===== src/pkg/sio_pkg.sv =====
// Purpose: Constants and carrier types for the shared I/O port with module gating
// Assumes: One 16-pin port, AXI4-Lite register access, 32-bit data bus
// Notes: Pin ownership and analog capability are fixed tables below
package sio_pkg;
	localparam int NPIN = 16;
	localparam int NMOD = 13;
	localparam int AXI_AW = 8;

	// Register byte offsets
	localparam logic [7:0] GATE_A_OFS = 8'h00;
	localparam logic [7:0] GATE_B_OFS = 8'h04;
	localparam logic [7:0] DIR_OFS = 8'h08;
	localparam logic [7:0] LAT_OFS = 8'h0C;
	localparam logic [7:0] PINST_OFS = 8'h10;
	localparam logic [7:0] ODC_OFS = 8'h14;
	localparam logic [7:0] ACFG_OFS = 8'h18;

	// Field positions in peripheral_gate_a
	localparam int GA_TIMER_C_OFF = 13;
	localparam int GA_TIMER_B_OFF = 12;
	localparam int GA_TIMER_A_OFF = 11;
	localparam int GA_TWO_WIRE_UNIT_OFF = 7;
	localparam int GA_ASYNC_SERIAL_OFF = 5;
	localparam int GA_SYNC_SERIAL_OFF = 3;
	localparam int GA_CONVERTER_OFF = 0;
	// Field positions in peripheral_gate_b
	localparam int GB_CAPTURE_H_OFF = 15;
	localparam int GB_CAPTURE_G_OFF = 14;
	localparam int GB_CAPTURE_B_OFF = 9;
	localparam int GB_CAPTURE_A_OFF = 8;
	localparam int GB_COMPARE_B_OFF = 1;
	localparam int GB_COMPARE_A_OFF = 0;

	// Implemented bits; everything else reads zero
	localparam logic [15:0] GATE_A_MASK = 16'h38A9;
	localparam logic [15:0] GATE_B_MASK = 16'hC303;

	// Reset values
	localparam logic [15:0] GATE_RST = 16'h0000;
	localparam logic [15:0] LAT_RST = 16'h0000;
	localparam logic [15:0] ODC_RST = 16'h0000;
	localparam logic [15:0] ACFG_RST = 16'h0000;

	// Pins bonded out on this variant, and pins shared with converter inputs
	localparam logic [15:0] PIN_VALID = 16'h7FFF;
	localparam logic [15:0] CONV_PIN_MASK = 16'h003F;
	localparam logic [15:0] DIR_RST = PIN_VALID;

	// Index of each gated module on the module_on vector
	typedef enum logic [3:0] {
		MOD_TIMER_A = 4'h0,
		MOD_TIMER_B = 4'h1,
		MOD_TIMER_C = 4'h2,
		MOD_TWO_WIRE = 4'h3,
		MOD_ASYNC_SERIAL = 4'h4,
		MOD_SYNC_SERIAL = 4'h5,
		MOD_CONVERTER = 4'h6,
		MOD_CAPTURE_A = 4'h7,
		MOD_CAPTURE_B = 4'h8,
		MOD_CAPTURE_G = 4'h9,
		MOD_CAPTURE_H = 4'hA,
		MOD_COMPARE_A = 4'hB,
		MOD_COMPARE_B = 4'hC,
		MOD_NONE = 4'hF
	} sio_mod_t;

	// Output-capable peripheral owning each pin; input-only sharers count as none
	localparam sio_mod_t PIN_OWNER [NPIN] = '{
		MOD_NONE, MOD_NONE, MOD_NONE, MOD_NONE, MOD_NONE, MOD_NONE,
		MOD_SYNC_SERIAL, MOD_SYNC_SERIAL, MOD_ASYNC_SERIAL, MOD_TWO_WIRE,
		MOD_TWO_WIRE, MOD_COMPARE_A, MOD_COMPARE_B, MOD_NONE, MOD_NONE, MOD_NONE
	};

	localparam logic [1:0] RESP_OKAY = 2'b00;
	localparam logic [1:0] RESP_SLVERR = 2'b10;

	// Pad drive pair for one pin
	typedef struct packed {
		logic out;
		logic oe;
	} sio_pad_t;
endpackage : sio_pkg


===== src/rtl/sio_sync2.sv =====
// Purpose: Two-flop synchroniser for asynchronous pin levels
// Assumes: Inputs are slow levels, not pulses
// Notes: Only the second stage may be read by other logic
`timescale 1ns/10ps
module sio_sync2 #(
	parameter int W = 16
) (
	input wire logic sys_clk_i,
	input wire logic arst_n_i,
	input wire logic [W-1:0] async_i,
	output logic [W-1:0] sync_o
);
	logic [W-1:0] meta_r;

	// First stage feeds nothing but the second
	always_ff @(posedge sys_clk_i or negedge arst_n_i)
	begin
		if (!arst_n_i)
		begin
			meta_r <= '0;
			sync_o <= '0;
		end
		else
		begin
			meta_r <= async_i;
			sync_o <= meta_r;
		end
	end
endmodule : sio_sync2


===== src/rtl/sio_pin_cell.sv =====
// Purpose: Ownership and drive mux for one shared pin
// Assumes: Inputs come from the same clock domain, already synchronised
// Notes: Purely combinational; the top registers the results
`timescale 1ns/10ps
module sio_pin_cell
	import sio_pkg::*;
(
	input wire logic dir_i,
	input wire logic lat_i,
	input wire logic odc_i,
	input wire logic valid_i,
	input wire logic analog_i,
	input wire logic owner_on_i,
	input wire logic periph_drive_i,
	input wire logic periph_dout_i,
	input wire logic pin_lvl_i,
	output sio_pad_t pad_o,
	output logic port_rd_o,
	output logic periph_din_o
);
	logic periph_owns;
	logic src_data;
	logic src_en;
	logic port_drives;
	logic digital_lvl;

	// Peripheral wins only while enabled and actively driving
	assign periph_owns = owner_on_i & periph_drive_i;
	assign src_data = periph_owns ? periph_dout_i : lat_i;
	assign src_en = valid_i & (periph_owns | ~dir_i);
	assign port_drives = src_en & ~periph_owns;

	// Open drain only ever pulls low; a one releases the pin
	assign pad_o.oe = src_en & (~odc_i | ~src_data);
	assign pad_o.out = odc_i ? 1'b0 : src_data;

	// Analog pins read low through the digital path
	assign digital_lvl = valid_i & ~analog_i & pin_lvl_i;
	assign port_rd_o = digital_lvl;
	// Block the port's own drive from looping into the peripheral input
	assign periph_din_o = port_drives ? 1'b0 : digital_lvl;
endmodule : sio_pin_cell


===== src/rtl/sio_port_top.sv =====
// Purpose: Shared I/O port with peripheral module gating, AXI4-Lite slave
// Assumes: pad_in_i is asynchronous; peripheral signals share sys_clk_i
// Notes: Pad and gate outputs lag the controlling register by one cycle
//        Only the low 16 bits of write data and two strobes matter; unmapped addresses answer an error
// How it works
// - Gate A bits 13, 12, 11 stop timers C, B, A when one.
// - Gate A bits 7, 5, 3 stop two-wire, async serial, sync serial.
// - Gate A bit 0 stops converter and forces its pins digital.
// - Unimplemented gate bits read zero; implemented ones reset to zero.
// - Gate B bits 15, 14, 9, 8 stop captures H, G, B, A.
// - Gate B bits 1 and 0 stop compares B and A.
// - Per pin, a mux picks peripheral or port data and enable.
// - Port drive never loops back into the sharing peripheral input.
// - Actively driving enabled peripheral disables port driver; pin still readable.
// - Enabled but idle peripheral lets the port drive the pin.
// - Direction bit one means input, zero means output.
// - Every pin is an input after reset.
// - Output latch reads back stored value; writes update it.
// - Pin state reads pin levels; writes go to the latch.
// - Absent pins read zero in latch, direction and pin state.
// - Pins shared only with input functions act as plain port pins.
// - Open-drain select bit makes that pin's output open drain.
// - Gate bit change reaches the module one cycle after write.
// - Gated module ignores register writes; its reads are undefined.
//
// Implementation choices: the AXI4-Lite register port and the placing of the registers.
`timescale 1ns/10ps
module sio_port_top
	import sio_pkg::*;
(
	input wire logic sys_clk_i,
	input wire logic arst_n_i,
	input wire logic [AXI_AW-1:0] s_axi_awaddr,
	input wire logic s_axi_awvalid,
	output logic s_axi_awready,
	input wire logic [31:0] s_axi_wdata,
	input wire logic [3:0] s_axi_wstrb,
	input wire logic s_axi_wvalid,
	output logic s_axi_wready,
	output logic [1:0] s_axi_bresp,
	output logic s_axi_bvalid,
	input wire logic s_axi_bready,
	input wire logic [AXI_AW-1:0] s_axi_araddr,
	input wire logic s_axi_arvalid,
	output logic s_axi_arready,
	output logic [31:0] s_axi_rdata,
	output logic [1:0] s_axi_rresp,
	output logic s_axi_rvalid,
	input wire logic s_axi_rready,
	input wire logic [NPIN-1:0] pad_in_i,
	output logic [NPIN-1:0] pad_out_o,
	output logic [NPIN-1:0] pad_oe_o,
	input wire logic [NMOD-1:0] periph_en_i,
	input wire logic [NPIN-1:0] periph_drive_i,
	input wire logic [NPIN-1:0] periph_dout_i,
	output logic [NPIN-1:0] periph_din_o,
	output logic [NMOD-1:0] module_on_o,
	output logic digital_force_o
);
	// All state except the pin synchroniser in one record
	typedef struct packed {
		// Software-visible registers
		logic [15:0] gate_a;
		logic [15:0] gate_b;
		logic [15:0] dir;
		logic [15:0] lat;
		logic [15:0] odc;
		logic [15:0] acfg;
		// Registered outputs toward pins and peripherals
		logic [NMOD-1:0] mod_on;
		logic conv_digital;
		logic [NPIN-1:0] pad_out;
		logic [NPIN-1:0] pad_oe;
		logic [NPIN-1:0] periph_din;
		// Register bus slave bookkeeping
		logic aw_have;
		logic [AXI_AW-1:0] awaddr;
		logic w_have;
		logic [15:0] wdata;
		logic [1:0] wstrb;
		logic awready;
		logic wready;
		logic bvalid;
		logic [1:0] bresp;
		logic arready;
		logic rvalid;
		logic [31:0] rdata;
		logic [1:0] rresp;
	} sio_state_t;

	// Current and next copy of the whole record
	sio_state_t st_r;
	sio_state_t st_nxt;

	// Helpers between the pin cells and the state record
	logic [NPIN-1:0] pin_lvl;
	logic [NPIN-1:0] port_rd;
	logic [NPIN-1:0] analog;
	logic [NPIN-1:0] owner_on;
	logic [NMOD-1:0] gate_vec;
	sio_pad_t pad [NPIN];
	logic [NPIN-1:0] cell_out;
	logic [NPIN-1:0] cell_oe;
	logic [NPIN-1:0] cell_din;

	// Pins come from outside the clock domain
	sio_sync2 #(
		.W(NPIN)
	) u_pin_sync (
		.sys_clk_i(sys_clk_i),
		.arst_n_i(arst_n_i),
		.async_i(pad_in_i),
		.sync_o(pin_lvl)
	);

	// Disable bits gathered into module order
	always_comb
	begin
		gate_vec = '0;
		gate_vec[MOD_TIMER_A] = st_r.gate_a[GA_TIMER_A_OFF];
		gate_vec[MOD_TIMER_B] = st_r.gate_a[GA_TIMER_B_OFF];
		gate_vec[MOD_TIMER_C] = st_r.gate_a[GA_TIMER_C_OFF];
		gate_vec[MOD_TWO_WIRE] = st_r.gate_a[GA_TWO_WIRE_UNIT_OFF];
		gate_vec[MOD_ASYNC_SERIAL] = st_r.gate_a[GA_ASYNC_SERIAL_OFF];
		gate_vec[MOD_SYNC_SERIAL] = st_r.gate_a[GA_SYNC_SERIAL_OFF];
		gate_vec[MOD_CONVERTER] = st_r.gate_a[GA_CONVERTER_OFF];
		// Second register: captures and compares
		gate_vec[MOD_CAPTURE_A] = st_r.gate_b[GB_CAPTURE_A_OFF];
		gate_vec[MOD_CAPTURE_B] = st_r.gate_b[GB_CAPTURE_B_OFF];
		gate_vec[MOD_CAPTURE_G] = st_r.gate_b[GB_CAPTURE_G_OFF];
		gate_vec[MOD_CAPTURE_H] = st_r.gate_b[GB_CAPTURE_H_OFF];
		gate_vec[MOD_COMPARE_A] = st_r.gate_b[GB_COMPARE_A_OFF];
		gate_vec[MOD_COMPARE_B] = st_r.gate_b[GB_COMPARE_B_OFF];
	end

	// Analog config is ignored while the converter is gated off
	assign analog = CONV_PIN_MASK & ~st_r.acfg & {NPIN{st_r.mod_on[MOD_CONVERTER]}};

	// One mux cell per pin
	generate
		for (genvar p = 0; p < NPIN; p++)
		begin : g_pin
			// Unowned pins, including input-only sharers, stay with the port
			if (PIN_OWNER[p] == MOD_NONE)
			begin : g_dedicated
				assign owner_on[p] = 1'b0;
			end
			else
			begin : g_shared
				// A gated peripheral never counts as enabled
				assign owner_on[p] = periph_en_i[PIN_OWNER[p]] & st_r.mod_on[PIN_OWNER[p]];
			end
			// Every input of the cell is already in this clock domain
			sio_pin_cell u_cell (
				.dir_i(st_r.dir[p]),
				.lat_i(st_r.lat[p]),
				.odc_i(st_r.odc[p]),
				.valid_i(PIN_VALID[p]),
				.analog_i(analog[p]),
				.owner_on_i(owner_on[p]),
				.periph_drive_i(periph_drive_i[p]),
				.periph_dout_i(periph_dout_i[p]),
				.pin_lvl_i(pin_lvl[p]),
				.pad_o(pad[p]),
				.port_rd_o(port_rd[p]),
				.periph_din_o(cell_din[p])
			);
			// Flatten the pad record for the next-state logic
			assign cell_out[p] = pad[p].out;
			assign cell_oe[p] = pad[p].oe;
		end
	endgenerate

	// Next-state logic: bus slave, registers and pin outputs
	always_comb
	begin
		logic [15:0] wr_val;
		logic [15:0] wr_mask;
		logic [15:0] rd_val;
		logic rd_hit;
		logic wr_hit;
		// Locals first, so no path leaves one unassigned
		wr_mask = {{8{st_r.wstrb[1]}}, {8{st_r.wstrb[0]}}};
		wr_val = 16'h0000;
		rd_val = 16'h0000;
		rd_hit = 1'b1;
		wr_hit = 1'b1;

		// Everything holds unless a branch below says otherwise
		st_nxt = st_r;

		// Module enables follow the gate registers a cycle late
		st_nxt.mod_on = ~gate_vec;
		st_nxt.conv_digital = gate_vec[MOD_CONVERTER];

		// Pads are registered so the pins never show mux glitches
		st_nxt.pad_out = cell_out;
		st_nxt.pad_oe = cell_oe;
		st_nxt.periph_din = cell_din;

		// Address and data are caught independently, in either order
		if (s_axi_awvalid && st_r.awready)
		begin
			st_nxt.aw_have = 1'b1;
			st_nxt.awaddr = s_axi_awaddr;
		end
		// Registers are 16 bits, so only the low data half and two strobes are kept
		if (s_axi_wvalid && st_r.wready)
		begin
			st_nxt.w_have = 1'b1;
			st_nxt.wdata = s_axi_wdata[15:0];
			st_nxt.wstrb = s_axi_wstrb[1:0];
		end

		// Commit a write once both halves are held
		if (st_r.aw_have && st_r.w_have && !st_r.bvalid)
		begin
			unique case (st_r.awaddr)
				// Unimplemented disable bits are dropped here, so they read zero
				GATE_A_OFS:
				begin
					wr_val = (st_r.gate_a & ~wr_mask) | (st_r.wdata & wr_mask);
					st_nxt.gate_a = wr_val & GATE_A_MASK;
				end
				// Same masking for the second gate register
				GATE_B_OFS:
				begin
					wr_val = (st_r.gate_b & ~wr_mask) | (st_r.wdata & wr_mask);
					st_nxt.gate_b = wr_val & GATE_B_MASK;
				end
				// Absent pins keep a zero direction bit
				DIR_OFS:
				begin
					wr_val = (st_r.dir & ~wr_mask) | (st_r.wdata & wr_mask);
					st_nxt.dir = wr_val & PIN_VALID;
				end
				// One latch behind two write addresses
				LAT_OFS, PINST_OFS:
				begin
					// Writes to the pin state land in the latch
					wr_val = (st_r.lat & ~wr_mask) | (st_r.wdata & wr_mask);
					st_nxt.lat = wr_val & PIN_VALID;
				end
				// Open-drain select, absent pin masked
				ODC_OFS:
				begin
					wr_val = (st_r.odc & ~wr_mask) | (st_r.wdata & wr_mask);
					st_nxt.odc = wr_val & PIN_VALID;
				end
				// Only converter-shared pins keep a config bit
				ACFG_OFS:
				begin
					wr_val = (st_r.acfg & ~wr_mask) | (st_r.wdata & wr_mask);
					st_nxt.acfg = wr_val & CONV_PIN_MASK;
				end
				// Unmapped address: answer with an error, change nothing
				default:
				begin
					wr_hit = 1'b0;
				end
			endcase
			// Both halves consumed; the answer waits for bready
			st_nxt.aw_have = 1'b0;
			st_nxt.w_have = 1'b0;
			st_nxt.bvalid = 1'b1;
			st_nxt.bresp = wr_hit ? RESP_OKAY : RESP_SLVERR;
		end
		// Write answer leaves at the edge that sees bready
		if (st_r.bvalid && s_axi_bready)
		begin
			st_nxt.bvalid = 1'b0;
		end

		// Read: one outstanding, answered the cycle after address accept
		if (s_axi_arvalid && st_r.arready)
		begin
			unique case (s_axi_araddr)
				GATE_A_OFS: rd_val = st_r.gate_a;
				GATE_B_OFS: rd_val = st_r.gate_b;
				DIR_OFS: rd_val = st_r.dir;
				LAT_OFS: rd_val = st_r.lat;
				// Pin state is the synchronised pins, never the latch
				PINST_OFS: rd_val = port_rd;
				ODC_OFS: rd_val = st_r.odc;
				ACFG_OFS: rd_val = st_r.acfg;
				default: rd_hit = 1'b0;
			endcase
			// Answer next cycle; the upper half of the word always reads zero
			st_nxt.rvalid = 1'b1;
			st_nxt.rdata = {16'h0000, rd_val};
			st_nxt.rresp = rd_hit ? RESP_OKAY : RESP_SLVERR;
		end
		else if (st_r.rvalid && s_axi_rready)
		begin
			st_nxt.rvalid = 1'b0;
		end

		// Ready lines refuse while a half is held or an answer waits
		st_nxt.awready = !st_nxt.aw_have && !st_nxt.bvalid;
		st_nxt.wready = !st_nxt.w_have && !st_nxt.bvalid;
		st_nxt.arready = !st_nxt.rvalid;
	end

	// State register; pins come up as inputs with all modules enabled
	always_ff @(posedge sys_clk_i or negedge arst_n_i)
	begin
		if (!arst_n_i)
		begin
			// Clear everything, then lay the reset values on top
			st_r <= '0;
			st_r.gate_a <= GATE_RST;
			st_r.gate_b <= GATE_RST;
			st_r.dir <= DIR_RST;
			st_r.lat <= LAT_RST;
			st_r.odc <= ODC_RST;
			st_r.acfg <= ACFG_RST;
			// Modules enabled and bus ready to accept straight after reset
			st_r.mod_on <= '1;
			st_r.awready <= 1'b1;
			st_r.wready <= 1'b1;
			st_r.arready <= 1'b1;
		end
		else
		begin
			st_r <= st_nxt;
		end
	end

	// Outputs straight from the state record
	assign s_axi_awready = st_r.awready;
	assign s_axi_wready = st_r.wready;
	assign s_axi_bvalid = st_r.bvalid;
	assign s_axi_bresp = st_r.bresp;
	assign s_axi_arready = st_r.arready;
	assign s_axi_rvalid = st_r.rvalid;
	assign s_axi_rdata = st_r.rdata;
	assign s_axi_rresp = st_r.rresp;

	// Pad drive and the filtered pin feed to the peripherals
	assign pad_out_o = st_r.pad_out;
	assign pad_oe_o = st_r.pad_oe;
	assign periph_din_o = st_r.periph_din;

	// Gate state as the peripherals see it; they ignore register writes while off
	assign module_on_o = st_r.mod_on;
	assign digital_force_o = st_r.conv_digital;
endmodule : sio_port_top


===== config.mk =====
export PLATFORM = sky130hd
export DESIGN_NAME = sio_port_top
export DESIGN_NICKNAME = d
export VERILOG_FILES = /design/src/pkg/sio_pkg.sv /design/src/rtl/sio_sync2.sv /design/src/rtl/sio_pin_cell.sv /design/src/rtl/sio_port_top.sv
export SDC_FILE = /design/constraint.sdc
export NUM_CORES = 1
export LEC_CHECK = 0
export BUFFER_PORTS_ARGS = -buffer_cell sky130_fd_sc_hd__buf_4
export CORE_MARGIN = 3
export CORE_UTILIZATION = 50
export CTS_CLUSTER_DIAMETER = 80
export DETAILED_ROUTE_END_ITERATION = 7
export PLACE_DENSITY = 0.72
export RECOVER_POWER = 50
export SLEW_MARGIN = 40
export SYNTH_ARGS = -nofsm -noshare
export SYNTH_HDL_FRONTEND = slang
export SYNTH_SLANG_ARGS = --single-unit

===== constraint.sdc =====
create_clock -name sys_clk_i -period 2.7 [get_ports sys_clk_i]
set_input_delay 0.135 -clock sys_clk_i [delete_from_list [all_inputs] [get_ports sys_clk_i]]
set_output_delay 0.135 -clock sys_clk_i [all_outputs]
set_load 0.05 [all_outputs]

# Word-level counts from Yosys, hierarchy flattened
# Index checks and enable logic that the tools add are counted.
# totals
wordCells,270
output_inout_bits,103
in_bits,120
register_bits,206
# classes
bitwise,155
n_reduce_logical,25
muxes,52
n_eq_ne,12
# op_table
operator,count
case mux 16 bit (7 select lines),1
NOT 1 bit,67
bitwise AND 1 bit,49
"== test 8 x 5 -> 1 bit, second input constant",6
two-way mux 1 bit,46
bitwise AND 15 bit,3
OR 15 bit,3
bitwise AND 16 bit,2
"== test 8 x 4 -> 1 bit, second input constant",4
OR 1 bit,22
two-way mux 19 bit,1
"== test 8 x 3 -> 1 bit, second input constant",2
logical NOT 8 bit,2
NOT 16 bit,1
OR 16 bit,1
bitwise AND 6 x 15 -> 15 bit,1
bitwise AND 14 bit,1
OR 14 bit,1
OR reduction 7 bit,2
NOT 13 bit,1
AND reduction 2 bit,6
logical AND 1 bit,9
two-way mux 9 bit,1
bitwise AND 6 bit,1
other kinds (6),11

# Depth between registers and ports, before layout
# Gate-level depths: netlist of the first run.
# depth
depth_word,9
depth_mapped,6
ltp_nobuf,4

# Modules after synthesis
# Synthesis of the first run repeated with hierarchy kept, for this count alone.
# hier_totals
cells_unflattened,771
hier_area_um2,9484.1
# by_module_without_submodules
module,area_per_inst_um2,cells_each,instances,seq_area_each_um2
sio_port_top,7542.2,579,1,4468.0
sio_pin_cell,71.3,10,16,0.0
sio_sync2,800.8,32,1,800.8

# Worst setup path before layout of the first run
# Ideal clock, no wire load.
# synth_path
path_type,register -> register
start,"register st_r, in the netlist s_axi_bvalid"
end,register (tool-made name)
path_buffers,0
t_arrival_ps,2117
t_required_ps,2575
path_stages_with_launch,5
synth_period_minus_slack_ps,2242
setup_ps,125
setup_slack_ps,458
cell_sequence,dfrtp_1 -> nand3b_1 -> or4b_4 -> nor2_2 -> mux2_2
# synth_rtl
element,line_no,source
start: declaration,sio_port_top.sv:92,sio_state_t st_r;
start signal: assignment,sio_port_top.sv:325,st_r <= st_nxt;

==> results.md, run 1 <==
Run status:
- The run finished, with violations left.
- The checks that failed: capacitance limit, slew limit.

Clock tree:
- After clock tree synthesis, the repair step resized 0 gates.
- TritonCTS built the clock tree.
- The worst-skew pair later-pin latency is 0.49 ns.
- No sink is reached through more buffers than the 3 on the longest clock path.
- The number of clock sinks is 204.
- The clock edge transition at the registers on the reported setup and hold paths is 0.05 ns.
- The number of H-tree branching levels is 1.
- The root buffer cell chosen for the clock tree is clkbuf_16.
- Buffers inserted during clock tree synthesis total 22.
- The post-CTS repair timing setup buffer count is 0.

Detailed routing:
- In the routed design, unresolved DRC markers number 0.
- The residual antenna-violating net count after detailed routing is 0.
- After the first detailed-routing iteration, the DRC count stood at 265.
- The average routed wire per standard cell is 18.93 um.
- The total wire length is 19610 um.
- After detailed routing, no signal wire sits above met4.
- In the routed layout, each cell is associated on average with a via count of 5.241.
- Wire segments on met3 add up to 1181 um in the final route.
- The routed layout has 5430 vias.
- The detailed router put a total of 8022 um of wire on met1.
- The pre-antenna-repair detailed-routing pass consisted of 5 iterations.
- The sum of met2 wire segment lengths after detailed routing is 9800 um.

Global route:
- The first global-routing pass estimated 30370 um of wire.
- The maximum number of pins on one net before global-route repair is 82.
- The initial antenna violation count is 0.
- The via count of the first global-routing pass is 5723.
- The aggregate global-route resource usage is 20.87%.
- After global routing the overflow that remains totals 0.

Cells and area:
- Relative to the synthesized area, the layout overhead comes to 22.81%.
- The filler cell count in the final layout is 1313.
- The fraction of final layout cells with drive strength greater than 1 is 36.64%.
- For this run, the post-layout net count is 924.
- Measured on the finished design, the core utilization comes to 63.08%.
- Summing all flip-flop and latch instances after layout gives 5144 um2.
- Summing all multi-input logic gate instances after layout gives 2608 um2.
- The number of antenna diodes is 0.

Timing:
- The worst path uses 89.67% of the clock period.
- The final number of max-transition violations is 101.
- The remaining max-slew budget at the tightest pin is -33.09%.
- The minimum period implied by the final worst setup slack is 2.421 ns.
- After routing, the total negative slack on setup checks comes to 0 ns.
- For the pin with the worst max-slew slack, the measured transition is 1.996 ns.
- The number of failing hold endpoints at the final stage is 0.
- Setup violations remaining at the end of the flow were counted as 0.
- After layout, the worst setup slack is 0.2788 ns.
- The worst clock skew on the final layout is 0.009993 ns.
- Setup repair after global routing left no endpoint under its margin.
- The maximum operating frequency is 0.4130 GHz.

Floorplanning:
- Once the floorplan was initialized, standard cells occupied 51.36% of the core.
- The horizontal extent of the die is 137.0 um.
- The placeable core region is 16700 um2.
- Row generation in the floorplan step produced 47 rows.
- The area enclosed by the die boundary is 18760 um2.
- The floorplan step set the die height to 137.0 um.
- The I/O pin total is 223.

Setup path:
- The number of cells on the worst reg-to-reg path is 4.
- The kind of critical path is flip-flop to flip-flop.
- The origin of the critical flop-to-flop path is st_r[60].
- STA puts the critical path data arrival time at 2.79 ns.
- The worst-case register-to-register setup slack is 0.28 ns.
- The startpoint type of the worst setup path is a flip-flop.
- Traced cell by cell, the critical path runs through or4_4 -> or4b_4 -> nand2b_1 -> mux2_2.
- The largest individual stage delay along the critical path comes from the cell or4_4.
- The maximum cell stage delay along the critical path is 0.57 ns.
- The worst setup path is captured at a flip-flop.
- The largest fanout on the critical path is 8.
- The data required time of the critical path is 3.07 ns.

Min path:
- The worst hold path cell count is 3.
- The capture endpoint of the worst hold path is periph_din_o[7].
- The worst hold path begins at periph_drive_i[7].
- The path class of the tightest hold or removal check is primary input to flip-flop.

Place:
- The HPWL after detailed placement is 13370 um.
- The worst slack at placement is 0.3033 ns.
- During placement, the flow inserted port buffers numbering 156.
- At the end of routability-driven placement, the weighted congestion stood at 0.8414.

Yosys:
- The dominant register cell in the synthesized netlist is dfrtp_1.
- The share of synthesized flip-flops with an asynchronous set or reset is 100.0%.
- Ranked by instance count, the synthesized netlist is headed by 173 x dfrtp_1, 98 x mux2_2, 97 x buf_4.
- The cell type with the highest aggregate area in the netlist is dfrtp_1.
- The synthesized area per cell is 13.14 um2.
- The count of yosys warnings during synthesis is 0.
- The total standard cell area after synthesis is 8578 um2.
- Of the synthesized area, sequential elements account for 59.96%.
- The synthesized design contains 204 register bits.
- Counting distinct cell types in the post-synthesis netlist gives 51.
- The count of flip-flops with a built-in enable after synthesis is 0.
- dfrtp_1 is the most common cell in the netlist.
- By area the synthesized netlist is led by dfrtp_1 50%, mux2_2 13%, dfstp_2 9.5%.
- Synthesis produced 653 cells.
- The share of the synthesized area in the top cell type is 50.47%.

Pwr:
- The power density over the cells is 824.2 nW/um2.
- Summed over all cells, the static leakage comes to 4.899 nW.
- The worst IR drop on VDD is 0.5915 mV.

Flow run:
- The tool flagged a number of max-cap violations equal to 2.
-- metrics by stage --
stage	std cells	instance area [um2]	power, mW	hold WS (ns)
after floorplan	673	8653	5.380	-0.1606
after global placement	946	9420	5.786	0.2057
after detailed placement	946	9420	5.873	0.2155
after CTS	1036	10650	8.802	0.006860
after global routing	1036	10540	9.055	0.01292
final	1036	10540	8.683	0.01760
-- worst max-delay path, delay by kind of cell, from the launching register on --
family / cells / cell delay, ns
flip-flops: 1 / 0.38
multiplexers: 1 / 0.39
AND/OR/NAND/NOR: 3 / 1.54
-- cells by family after synthesis --
logic type | synth area share, %
AOI/OAI and AO/OA | 7.162
buffers and inverters | 10.52
DFF | 59.96
muxes | 14.15
other | 0.04372
and+or+nand+nor | 8.168
-- worst max-delay path by stage --
stage | from | to | slack [ns] | cells after the start
after floorplan | s_axi_bvalid | flip-flop | 0.46 | 4
after global placement | st_r[60] | flip-flop | 0.33 | 4
after global routing | st_r[60] | flip-flop | 0.22 | 4
after CTS | st_r[60] | flip-flop | 0.28 | 4
final | st_r[60] | flip-flop | 0.28 | 4
after detailed placement | st_r[60] | flip-flop | 0.30 | 4
-- power breakdown --
group | internal, mW | total, mW | switching, mW
clock | 1.72 | 2.84 | 1.12
combinational | 0.728 | 1.77 | 1.04
sequential | 3.59 | 4.07 | 0.482
total | 6.04 | 8.68 | 2.64
-- cell type report --
cell class / instances / area share, %
Timing Repair Buffer: 223 / 16.43
Sequential cell: 204 / 48.82
Inverter: 25 / 0.8907
Tap cell: 220 / 2.613
Multi-Input combinational cell: 328 / 24.75
Clock inverter: 4 / 0.4276
Clock buffer: 32 / 6.069
-- cell usage in the layout, fill, tap and decap left out, types with 15 or more instances in the layout --
master,instances
clkbuf_4,15
inv_1,25
nand2_1,15
conb_1,21
nor2b_1,24
clkbuf_1,33
dfstp_2,17
buf_4,124
dlygate4sd3_1,54
dfrtp_1,173
clkbuf_16,23
mux2_2,98
-- routing by layer --
layer	track usage (%)	vias up
met5	0	-
met4	7.040	0
met3	3.676	48
li1	-	2464
met2	35.75	200
met1	26.91	2718
-- repair_timing --
item / CTS / global route
setup endpoints to repair: 0 / 0
endpoints found under the hold margin: 122 / 0
hold buffers: 54 / 0
Note: power is estimated with default switching activity, not from simulation.
==> run 2, diff against run 1 <==
- CORE_ASPECT_RATIO: default -> 0.5
- PLACE_DENSITY: 0.72 -> 0.71
- SYNTH_HIERARCHICAL: default -> 1
==> results.md, run 2 <==
Global route:
- The initial antenna violation count is 0 (unchanged).
- The total congestion overflow is 0 (unchanged).
- The global-route wire length before repair came to 37010 um (was 30370 um).
- The aggregate global-route resource usage came to 22.50% (was 20.87%).
- The via count of the first global-routing pass is 6970 (was 5723).
- The maximum number of pins on one net before global-route repair is 65 (was 82).

Clock tree:
- The worst-skew pair later-pin latency is 0.49 ns (about the same).
- The number of H-tree branching levels is 1 (unchanged).
- The clock tree from TritonCTS is yes (unchanged).
- The number of buffers between clock root and the deepest sink is 3 (unchanged).
- The number of buffers added to fix hold violations after cts came to 70 (was 54).
- The cell chosen for the clock root is clkbuf_16 (unchanged).
- The number of clock sinks came to 209 (was 204).
- The clock edge transition at the registers on the reported setup and hold paths is 0.07 ns (was 0.05 ns).
- The post-cts sizing count is 0 (unchanged).
- The post-CTS repair timing setup buffer count is 0 (unchanged).
- The number of buffers created by CTS was 20 (was 22).

Floorplanning:
- The overall die height is 103.4 um (was 137.0 um).
- The starting density of the core is 52.83% (was 51.36%).
- The count of standard-cell rows is 34 (was 47).
- The placeable core region was 17950 um2 (was 16700 um2).
- The area enclosed by the die boundary is 20760 um2 (was 18760 um2).
- The horizontal extent of the die is 200.8 um (was 137.0 um).
- The I/O pin total came to 223 (unchanged).

Detailed routing:
- The average routed wire per standard cell is 17.61 um (was 18.93 um).
- The residual antenna-violating net count after detailed routing came to 0 (unchanged).
- The number of remaining DRC errors is 0 (unchanged).
- The via count is 6702 (was 5430).
- The wire length the detailed router placed on met1 is 10520 um (was 8022 um).
- The first-iteration detailed-routing DRC count was 347 (was 265).
- The first-pass iteration count of the detailed router is 5 (unchanged).
- The total wire length was 23290 um (was 19610 um).
- The sum of met2 wire segment lengths after detailed routing is 11160 um (was 9800 um).
- The wire length on met3 is 1195 um (was 1181 um).
- The highest layer used for signal routing is met4 (unchanged).
- The via count normalized by instance count is 5.066 (was 5.241).

Pwr:
- The proportion of power drawn by flip-flops and latches is 46.8% (was 46.9%).
- The power share of the combinational group is 22.2% (was 20.4%).
- The power density over the cells was 722.2 nW/um2 (was 824.2 nW/um2).
- The worst IR drop on VDD was 0.4732 mV (was 0.5915 mV).
- The design internal power came to 6.085 mW (was 6.041 mW).
- The total power of the final layout is 8.824 mW (was 8.683 mW).
- The leakage power is 5.978 nW (was 4.899 nW).
- The switching power summed over all nets came to 2.739 mW (was 2.642 mW).
- The net switching fraction of the power came to 31.04% (was 30.43%).
- The proportion of power drawn by the clock network was 31.0% (was 32.7%).

Place:
- The half-perimeter wire length after detailed placement is 16260 um (was 13370 um).
- The count of input and output buffers is 178 (was 156).
- The post-place instance area is 10930 um2 (was 9420 um2).
- The placer's final routability congestion estimate came to 0.8295 (was 0.8414).

Setup path:
- The kind of cell with the highest combined delay on the critical path is simple AND/OR/NAND/NOR gates (unchanged).
- The cell with the biggest individual delay on the critical path is or4_4 (unchanged).
- The data required time of the critical path is 3.07 ns (about the same).
- The endpoint kind of the worst setup timing path is a flip-flop (unchanged).
- The data arrival at the endpoint of the critical path is 2.78 ns (was 2.79 ns).
- The startpoint type of the worst setup path is a flip-flop (unchanged).
- Chain of cells forming the critical path: or4_4 -> or4b_4 -> or2_1 -> mux2_4 (was or4_4 -> or4b_4 -> nand2b_1 -> mux2_2).
- The number of buffer and inverter stages on the critical path was 0 (unchanged).
- The maximum cell stage delay along the critical path is 0.58 ns (was 0.57 ns).
- The largest fanout on the critical path is 6 (was 8).
- The kind of critical path is flip-flop to flip-flop (unchanged).

Yosys:
- The number of flip-flops and latches in the synthesized netlist is 209 (was 204).
- The share of the synthesized area in the top cell type is 46.97% (was 50.47%).
- The cell type with the highest aggregate area in the netlist is dfrtp_1 (unchanged).
- The share of synthesized area occupied by flip-flops and latches was 55.55% (was 59.96%).
- Top post-synthesis cells by area: dfrtp_1 47%, mux2_2 10%, dfstp_2 8.6% (was dfrtp_1 50%, mux2_2 13%, dfstp_2 9.5%).
- The count of flip-flops with a built-in enable after synthesis is 0 (unchanged).
- The dominant register cell in the synthesized netlist is dfrtp_1 (unchanged).
- The instance count of the mapped netlist is 771 (was 653).
- The cell with the most instances after synthesis is dfrtp_1 (unchanged).
- Most frequent cells after synthesis: 178 x dfrtp_1, 97 x buf_4, 86 x mux2_2 (was 173 x dfrtp_1, 98 x mux2_2, 97 x buf_4).
- The count of distinct cell types in the synthesized netlist was 56 (was 51).
- The count of yosys warnings during synthesis is 6 (was 0).
- The synthesized area per cell was 12.30 um2 (was 13.14 um2).
- The share of synthesized flip-flops with an asynchronous set or reset came to 100.0% (unchanged).
- The total standard cell area after synthesis was 9484 um2 (was 8578 um2).

Timing:
- The number of failing hold endpoints at the final stage is 0 (unchanged).
- The final number of max-transition violations was 0 (was 101).
- The worst-case hold slack is 0.01992 ns (was 0.01760 ns).
- The worst clock skew on the final layout is 0.02038 ns (was 0.009993 ns).
- The final cycle utilization of the critical path is 89.13% (was 89.67%).
- The minimum period implied by the final worst setup slack came to 2.406 ns (was 2.421 ns).
- The aggregate negative setup slack is 0 ns (unchanged).
- The setup-violating endpoint count in the final report was 0 (unchanged).
- The maximum operating frequency came to 0.4156 GHz (was 0.4130 GHz).
- The remaining max-slew budget at the tightest pin came to 7.670% (was -33.09%).
- The measured slew at the worst slew-check pin came to 1.385 ns (was 1.996 ns).
- Unrepaired setup endpoints after global routing: no (unchanged).

Cells and area:
- The leading cell type in the layout, fill and taps excluded was dfrtp_1 (unchanged).
- The number of antenna diodes is 0 (unchanged).
- The fraction of final layout cells with drive strength greater than 1 is 34.45% (was 36.64%).
- The final layout net count is 1179 (was 924).
- The final standard cell area without fillers came to 12220 um2 (was 10540 um2).
- Leading cell types in the layout, fill and taps excluded: 178 x dfrtp_1, 171 x buf_4, 119 x conb_1, 86 x mux2_2, 70 x dlygate4sd3_1 (was 173 x dfrtp_1, 124 x buf_4, 98 x mux2_2, 54 x dlygate4sd3_1, 33 x clkbuf_1).
- The layout overhead on the synthesized area came to 28.83% (was 22.81%).

Flow run:
- The reported max-cap violation count is 0 (was 2).

Min path:
- The path category of the worst min-delay check is primary input to flip-flop (unchanged).

Run status:
- Outcome: complete, no violations (was finished, violations left).
[run 2: worst reg2reg max path, cell delays in order (launching register included)]
cell,delay [ns]
dfrtp_1,0.38
or4_4,0.58
or4b_4,0.56
or2_1,0.42
mux2_4,0.36
[run 2: cell families after synthesis]
| logic type | share of synthesized area (%) |
|---|---|
| other | 0.07919 |
| DFF | 55.55 |
| muxes | 12.22 |
| and+or+nand+nor | 10.63 |
| AOI/OAI and AO/OA | 11.66 |
| buffers and inverters | 9.855 |
[run 2: metrics by stage]
step | util (%) | setup WS (ns) | cells
floorplan | - | 0.4610 | 888
global placement | 60.87 | 0.3295 | 1219
detailed placement | 60.87 | 0.2985 | 1219
CTS | 68.32 | 0.2839 | 1323
global route | 68.06 | 0.1820 | 1323
finish | 68.06 | 0.2936 | 1323
[run 2: layout make-up]
type	count	area [um2]
tap	252	315.3
timing repair buffer	265	2156
clock buffer	32	616.8
multi-input combinational	529	3712
clock inverter	2	21.27
sequential	209	5269
inverter	34	127.6
fill	1377	5734
[run 2: final timing paths]
kind,end,startpoint,slack [ns],cells after the start
worst max-delay path,flip-flop,st_r[61],0.29,4
worst min-delay path,pad_oe_o[6],periph_dout_i[6],0.02,3
worst max register to register,flip-flop,st_r[61],0.29,4
worst min register to register,u_pin_sync/sync_o[15],u_pin_sync/meta_r[15],0.35,0
max in group asynchronous,s_axi_rdata[15],arst_n_i,0.64,3
min in group asynchronous,pad_out_o[5],arst_n_i,0.51,2
[run 2: power groups by stage]
stage	combinational [mW]	clock [mW]	sequential (mW)
final	1.96	2.74	4.13
after global routing	2.10	2.93	4.21
after CTS	1.98	2.79	4.13
after detailed placement	1.89	0	4.18
after global placement	1.85	0	4.15
after floorplan	1.43	0	4.10
[run 2: per-layer routing]
layer	up-vias	global-route usage [%]
met3	37	4.064
met5	-	0
met2	196	38.61
met1	3339	30.55
li1	3130	-
met4	0	5.337
